File: src/core/gpa_pkg.sv
/*
 Package for the general purpose port A block: widths, bit positions,
 reset values and the packed structs that carry register-write and peripheral groups.
 Assumes a single 20 MHz core clock and no register bus.
*/
package gpa_pkg;
	localparam int unsigned W = 8;
	localparam logic [7:0] IMPL_MASK    = 8'hef;
	localparam logic [7:0] TRIS_RST     = 8'hef;
	localparam logic [7:0] TRIS_FORCE   = 8'h20;
	localparam logic [7:0] WPU_MASK     = 8'h2f;
	localparam logic [7:0] WPU_RST      = 8'h2f;
	localparam logic [7:0] ANS_MASK     = 8'h0f;
	localparam logic [7:0] ANS_RST      = 8'h0f;
	localparam logic [7:0] IOC_MASK     = 8'hef;
	localparam logic [7:0] IOC_RST      = 8'h00;
	localparam logic [7:0] LATCH_RST    = 8'h00;
	localparam logic [7:0] OD_MASK      = 8'h80;
	localparam logic [7:0] IN_ONLY_MASK = 8'h20;
	localparam int unsigned IN_ONLY_BIT = 5;
	localparam logic       GPU_DIS_RST  = 1'b1;

	typedef struct packed {
		logic [7:0] wdata;
		logic [7:0] wmask;
		logic       wr;
	} gpa_wr_t;

	typedef struct packed {
		logic [7:0] en_lo;
		logic [7:0] val_lo;
		logic [7:0] en_hi;
		logic [7:0] val_hi;
	} gpa_periph_t;
endpackage

File: src/core/gpa_pad.sv
/*
 Output path of one pin: priority mux of port latch and two peripheral
 outputs, and the drive/enable split for push-pull or open-drain pads.
 Assumes the enable output is low while driving.
*/
`timescale 1ns/1ns
module gpa_pad #(
	parameter bit OPEN_DRAIN = 1'b0
) (
	input  wire logic latch,
	input  wire logic tris,
	input  wire logic en_lo,
	input  wire logic val_lo,
	input  wire logic en_hi,
	input  wire logic val_hi,
	output logic      pin_o,
	output logic      pin_oe_n
);
	logic v;
	always_comb begin
		if (en_hi) begin
			v = val_hi;
		end else if (en_lo) begin
			v = val_lo;
		end else begin
			v = latch;
		end
		// An open-drain pad only pulls low and floats for a one.
		pin_o = OPEN_DRAIN ? 1'b0 : v;
		pin_oe_n = OPEN_DRAIN ? (tris | v) : tris;
	end
endmodule

File: src/core/gpa_port.sv
/*
 General purpose port A: pin sampling, output latch with read-modify-write,
 direction, analog select, weak pull-ups, change-interrupt enables and
 peripheral takeover. Control bits are plain ports; pins are three signals.
 Assumes the pin inputs are synchronous to clk.
*/
//
// Summary of operation
// - Eight bits: five push-pull, one open-drain, one input-only, no bit four.
// - Direction one turns the driver off.
// - Direction zero drives latch or peripheral value.
// - Bit five always reads input direction.
// - Reads see pins; writes go to latch.
// - Writes are read-modify-write from pin values.
// - Direction still controls drivers on analog pins.
// - Digital output pins read back the actual level.
// - Analog select forces digital reads to zero.
// - Analog select leaves digital output untouched.
// - Analog select defaults to analog after reset.
// - Change enables per pin, cleared at reset.
// - Pull-ups only on pins three to zero, five.
// - Pull-up off when output or peripheral.
// - Global pull-up disable set at reset.
// - External reset mode forces pin five pull-up.
// - Enabled peripheral takes the pin from port.
// - Highest priority enabled output function wins.
// - Pull-up needs global, input, bit, digital.
// - Analog disables input buffer, pull-up, change.
// - Pin seven only pulls low.
////////////////////////////////////////////////////////////////////////////////
`timescale 1ns/1ns
module gpa_port (
	input  wire logic                clk,
	input  wire logic                rst_n,
	input  wire gpa_pkg::gpa_wr_t    data_wr,
	input  wire gpa_pkg::gpa_wr_t    dir_wr,
	input  wire gpa_pkg::gpa_wr_t    pullup_wr,
	input  wire gpa_pkg::gpa_wr_t    analog_wr,
	input  wire gpa_pkg::gpa_wr_t    ioc_wr,
	input  wire logic                gpu_dis_wr,
	input  wire logic                gpu_dis_wdata,
	input  wire logic                ext_reset_mode,
	input  wire gpa_pkg::gpa_periph_t periph,
	input  wire logic [7:0]          pin_i,
	output logic      [7:0]          pin_o,
	output logic      [7:0]          pin_oe_n,
	output logic      [7:0]          pullup_on,
	output logic      [7:0]          port_a_pin_data,
	output logic      [7:0]          port_a_latch,
	output logic      [7:0]          port_a_direction,
	output logic      [7:0]          port_a_pullup_enable,
	output logic      [7:0]          port_a_analog_select,
	output logic      [7:0]          change_interrupt_enable,
	output logic      [7:0]          change_active,
	output logic                     global_pullup_disable
);
	logic [7:0] dig_in;
	logic [7:0] tris_q;
	logic [7:0] next_latch;
	logic [7:0] periph_own;

	////////////////////////////////////////////////////////////////////////
	// Configuration registers.
	gpa_reg #(.IMPL(gpa_pkg::IMPL_MASK & ~gpa_pkg::TRIS_FORCE), .RST(gpa_pkg::TRIS_RST)) u_dir (
		.clk   (clk),
		.rst_n (rst_n),
		.we    (dir_wr.wr),
		.wdata ((dir_wr.wdata & dir_wr.wmask) | (tris_q & ~dir_wr.wmask)),
		.q     (tris_q)
	);
	assign port_a_direction = tris_q | gpa_pkg::TRIS_FORCE;

	gpa_reg #(.IMPL(gpa_pkg::WPU_MASK), .RST(gpa_pkg::WPU_RST)) u_wpu (
		.clk   (clk),
		.rst_n (rst_n),
		.we    (pullup_wr.wr),
		.wdata ((pullup_wr.wdata & pullup_wr.wmask) | (port_a_pullup_enable & ~pullup_wr.wmask)),
		.q     (port_a_pullup_enable)
	);

	gpa_reg #(.IMPL(gpa_pkg::ANS_MASK), .RST(gpa_pkg::ANS_RST)) u_ans (
		.clk   (clk),
		.rst_n (rst_n),
		.we    (analog_wr.wr),
		.wdata ((analog_wr.wdata & analog_wr.wmask) | (port_a_analog_select & ~analog_wr.wmask)),
		.q     (port_a_analog_select)
	);

	gpa_reg #(.IMPL(gpa_pkg::IOC_MASK), .RST(gpa_pkg::IOC_RST)) u_ioc (
		.clk   (clk),
		.rst_n (rst_n),
		.we    (ioc_wr.wr),
		.wdata ((ioc_wr.wdata & ioc_wr.wmask) | (change_interrupt_enable & ~ioc_wr.wmask)),
		.q     (change_interrupt_enable)
	);

	always_ff @(posedge clk) begin
		if (!rst_n) begin
			global_pullup_disable <= gpa_pkg::GPU_DIS_RST;
		end else if (gpu_dis_wr) begin
			global_pullup_disable <= gpu_dis_wdata;
		end
	end

	////////////////////////////////////////////////////////////////////////
	// Pin sampling and output latch.
	// Analog pins lose their input buffer, so they read zero even when driven.
	assign dig_in = pin_i & ~port_a_analog_select & gpa_pkg::IMPL_MASK;

	always_ff @(posedge clk) begin
		if (!rst_n) begin
			port_a_pin_data <= 8'h00;
		end else begin
			port_a_pin_data <= dig_in;
		end
	end

	// Unwritten bits reload from the pins, so an analog output bit may clear.
	assign next_latch = ((data_wr.wdata & data_wr.wmask) | (port_a_pin_data & ~data_wr.wmask))
		& gpa_pkg::IMPL_MASK & ~gpa_pkg::IN_ONLY_MASK;

	always_ff @(posedge clk) begin
		if (!rst_n) begin
			port_a_latch <= gpa_pkg::LATCH_RST;
		end else if (data_wr.wr) begin
			port_a_latch <= next_latch;
		end
	end

	////////////////////////////////////////////////////////////////////////
	// Pads, pull-ups and change enables per pin.
	assign periph_own = periph.en_lo | periph.en_hi;

	genvar i;
	generate
		for (i = 0; i < 8; i++) begin : g_pin
			if (i == 4) begin : g_none
				assign pin_o[i] = 1'b0;
				assign pin_oe_n[i] = 1'b1;
			end else if (i == gpa_pkg::IN_ONLY_BIT) begin : g_in
				assign pin_o[i] = 1'b0;
				assign pin_oe_n[i] = 1'b1;
			end else begin : g_io
				gpa_pad #(.OPEN_DRAIN(gpa_pkg::OD_MASK[i])) u_pad (
					.latch    (port_a_latch[i]),
					.tris     (tris_q[i]),
					.en_lo    (periph.en_lo[i]),
					.val_lo   (periph.val_lo[i]),
					.en_hi    (periph.en_hi[i]),
					.val_hi   (periph.val_hi[i]),
					.pin_o    (pin_o[i]),
					.pin_oe_n (pin_oe_n[i])
				);
			end
		end
	endgenerate

	always_comb begin
		// Replicated so that the one-bit disable masks all eight pins, not only bit zero.
		pullup_on = {8{~global_pullup_disable}} & port_a_direction & port_a_pullup_enable
			& ~port_a_analog_select & ~periph_own & gpa_pkg::WPU_MASK;
		if (ext_reset_mode) begin
			pullup_on[gpa_pkg::IN_ONLY_BIT] = 1'b1;
		end
	end

	assign change_active = change_interrupt_enable & ~port_a_analog_select;
endmodule

File: src/core/gpa_reg.sv
/*
 Generic masked register: holds the implemented bits, resets to a constant,
 takes whole-byte writes; the caller merges in the per-bit write mask.
 Assumes synchronous active-low reset.
*/
`timescale 1ns/1ns
module gpa_reg #(
	parameter logic [7:0] IMPL = 8'hff,
	parameter logic [7:0] RST  = 8'h00
) (
	input  wire logic       clk,
	input  wire logic       rst_n,
	input  wire logic       we,
	input  wire logic [7:0] wdata,
	output logic      [7:0] q
);
	always_ff @(posedge clk) begin
		if (!rst_n) begin
			q <= RST & IMPL;
		end else if (we) begin
			q <= wdata & IMPL;
		end
	end
endmodule

File: config.mk
export PLATFORM = sky130hd
export DESIGN_NAME = gpa_port
export DESIGN_NICKNAME = d
export VERILOG_FILES = /design/src/core/gpa_pkg.sv /design/src/core/gpa_pad.sv /design/src/core/gpa_port.sv /design/src/core/gpa_reg.sv
export SDC_FILE = /design/constraint.sdc
export NUM_CORES = 1
export LEC_CHECK = 0
export BUFFER_PORTS_ARGS = -buffer_cell sky130_fd_sc_hd__buf_2
export CORE_AREA = 2 2 82 84
export DETAILED_ROUTE_END_ITERATION = 7
export DIE_AREA = 0 0 84 86
export HOLD_SLACK_MARGIN = 0.1
export PLACE_DENSITY = 0.77
export SLEW_MARGIN = 20
export SYNTH_ARGS = -nofsm -noshare
export SYNTH_HDL_FRONTEND = slang
export SYNTH_SLANG_ARGS = --single-unit
File: constraint.sdc
create_clock -name clk -period 1.2 [get_ports clk]
set_clock_uncertainty 0.05 [all_clocks]
set_input_delay 0.06 -clock clk [delete_from_list [all_inputs] [get_ports clk]]
set_output_delay 0.06 -clock clk [all_outputs]
set_load 0.1 [all_outputs]
==> impl_metrics.ini <==
[clocking]
clk_pin_slew_ns = 0.08
numClockSinks = 36
htree_levels = 2
numCtsBuffers = 5
cts_tree = built
clock_latency_ns = 0.29
cts.path.max_buffers = 2
cts_root_buffer = clkbuf_8

[power_and_ir_drop]
power_switching_mw = 1.711
p_sw_share_pct = 41.11
vdd_drop_max_v = 0.0006294
p_seq_share_pct = 31.2
internal_power_mw = 2.451
pwr-share-comb_pct = 43.9
p_leak_nw = 1.973
power_density_nw_per_um2 = 1017
power_frac_clock_pct = 24.9

[routing]
final_antenna_net_count = 0
routedWlPerCell_um = 14.56
via_per_inst = 4.621
vias = 2306
drtPass1Iterations = 4
drtIter0Drc = 42
drc = 0
drt_wl_total_mm = 7.267

[floorplanning]
die_x_um = 84
die-area_sq_um = 7224
core_area_sq_um = 6277
num_rows = 29
die_y_um = 86
ios = 211
start_util_pct = 31.41

[grt]
antenna_found_initial = 0
grt_pass1_wl_mm = 11.21
grt_pass1_vias = 2371
gr-total-overflow = 0
grt_max_degree = 37
grt_util_all_layers_pct = 19.62

[layout]
layout.nets = 551
antenna_cells = 0
fillers = 489
drive_gt1_share_pct = 55.69
final_cells = 499
stdcell_area_sq_um = 4090
area_growth_pct = 107.4
regArea_sq_um = 790.8
multiInputGateArea_sq_um = 1090

[sta]
final.setup.tns_ns = -0.9612
finalCritPeriodShare_pct = 118.3
drv_slew = 0
whs_ns = 0.1201
hold_viol = 0
fin_crit_ns = 1.419
worst_slack_ns = -0.2194
rsz0062_at_grt = true
setup_violations = 7
clock.fmax_mhz = 704.5

[synth]
ys.flop_type = dfxtp_1
synth_edf_count = 0
synth_area_sq_um = 1972
avgSynthCellArea_sq_um = 8.803
syn_inst = 224
synth_cell_types = 25
ys_seq_area_share_pct = 36.55
synthArstFlopShare_pct = 0
synth_warnings = 0
ys_ff_latch = 36

[place]
dpl.hpwl_mm = 4.913
placed_cell_area_sq_um = 3282
gp_congestion = 0.7736
placedCellCount = 433
pre_cts_slack_ns = 0.01625
port_buffers = 157

[job]
drv_cap = 0

[critical_path]
crit_path_max_incr_delay_ns = 0.36
slowest_stage = dfxtp_4
crit_chain = nor4_4, and3_4, buf_12
setup.worst_path.start_class = flip-flop
worstPathMaxFanout = 2
crit_required_ns = 1.09
crit_path_end_kind = output port
crit_type = reg2out
crit_arrival_ns = 1.31

[status]
status = complete, but fails checks
violations = setup timing

[min_path]
hp-class = in2reg
## cell usage after synthesis, types with 2 or more instances
cell type / number / share of area (%)
buf_2: 5 / 1.3
o21ai_0: 22 / 5.6
nor4_1: 2 / 0.63
nand2_1: 10 / 1.9
and2_1: 3 / 0.95
a21oi_1: 21 / 5.3
buf_4: 49 / 19
and3b_1: 15 / 6.7
conb_1: 2 / 0.38
nor3_1: 2 / 0.51
o21a_1: 7 / 2.7
and3_1: 5 / 1.6
dfxtp_1: 36 / 37
nand4bb_1: 2 / 1.1
mux2i_1: 13 / 6.6
nor2_1: 6 / 1.1
o21ai_1: 4 / 1.0
and3_2: 4 / 1.5
nor2b_1: 4 / 1.3
a21boi_0: 7 / 2.7
## per-stage QoR
step / total power, mW / utilization (%)
CTS: 4.168 / 64.08
floorplan: 2.559 / -
finish: 4.162 / 65.16
global route: 4.330 / 65.16
global placement: 2.922 / 52.28
detailed placement: 2.944 / 52.28
## cells by family (layout without fill, tap and decap cells)
logic type             after synthesis  in the layout  share of synthesized area (%)
AND/OR/NAND/NOR                     55             55                          18.08
buffers and inverters               56            234                          20.75
AO/OA/AOI/OAI                       62             62                          17.64
multiplexers                        13             13                          6.599
other                                2             22                         0.3809
flip-flops                          36             36                          36.55
## metal layers
metal  vias to the layer above  global-route usage, %  share of wire, %
li1                       1107                      -                 -
met1                      1079                  18.37                34
met2                       100                  40.87                58
met3                        20                  4.331               5.4
met4                         0                  7.331               2.6
met5                         -                      0                 0
## power groups by stage
| stage | logic (mW) | clock network [mW] | registers (mW) |
|---|---|---|---|
| final | 1.83 | 1.04 | 1.30 |
| after global routing | 1.89 | 1.13 | 1.31 |
| after CTS | 1.79 | 1.08 | 1.30 |
| after detailed placement | 1.62 | 0 | 1.32 |
| after global placement | 1.61 | 0 | 1.32 |
| after floorplan | 0.996 | 0 | 1.56 |
## worst max-delay path: cells and delay by family, from the launching register on
family | cells | cell delay, ns
buffers and inverters | 1 | 0.17
flip-flops | 1 | 0.36
AND/OR/NAND/NOR | 2 | 0.49
## worst paths after layout
path | from | to | slack [ns] | cells past startpoint
worst min-delay path | dir_wr[9] | flip-flop | 0.12 | 3
worst min register to register | flip-flop | flip-flop | 0.48 | 2
worst max-delay path | flip-flop | pullup_on[3] | -0.22 | 3
worst max register to register | flip-flop | flip-flop | 0.25 | 4
## placed cells by master (no fill, tap or decap)
cell type and count:
and3_2 4, o21ai_1 4, nand2_1 10, buf_12 35, and3_1 3, o21a_1 7
o21ai_2 5, clkbuf_8 5, or2_4 1, o21ai_0 17, dfxtp_2 17, nor3_4 2
dfxtp_4 13, and2_1 3, dlygate4sd3_1 54, dfxtp_1 6, clkbuf_1 1, clkinv_2 1
nor2_2 1, nor4b_4 1, bufinv_16 1, a21oi_1 21, a21boi_0 7, and3_4 2
buf_4 9, clkbuf_4 10, and3b_1 15, conb_1 22, nor4_4 2, nor2b_4 4
mux2i_1 12, a22oi_2 1, nor2_1 5, buf_2 113, nand4bb_4 2, mux2i_2 1
buf_6 5
## what timing repair did
action,in CTS,in global routing
setup endpoints to repair,17,24
gates resized for setup,25,17
endpoints found under the hold margin,36,0
setup buffers,1,3
hold buffers,54,0
pin swaps,14,7
## final cells by class
cell class	instances	area share (%)
well taps	77	2.355
flip-flops and latches	36	19.33
clock buffers	6	1.774
repair buffers	226	49.04
multi-input cells	152	26.64
clock inverters	2	0.8565
No activity file was read; power rests on OpenSTA's default activity.
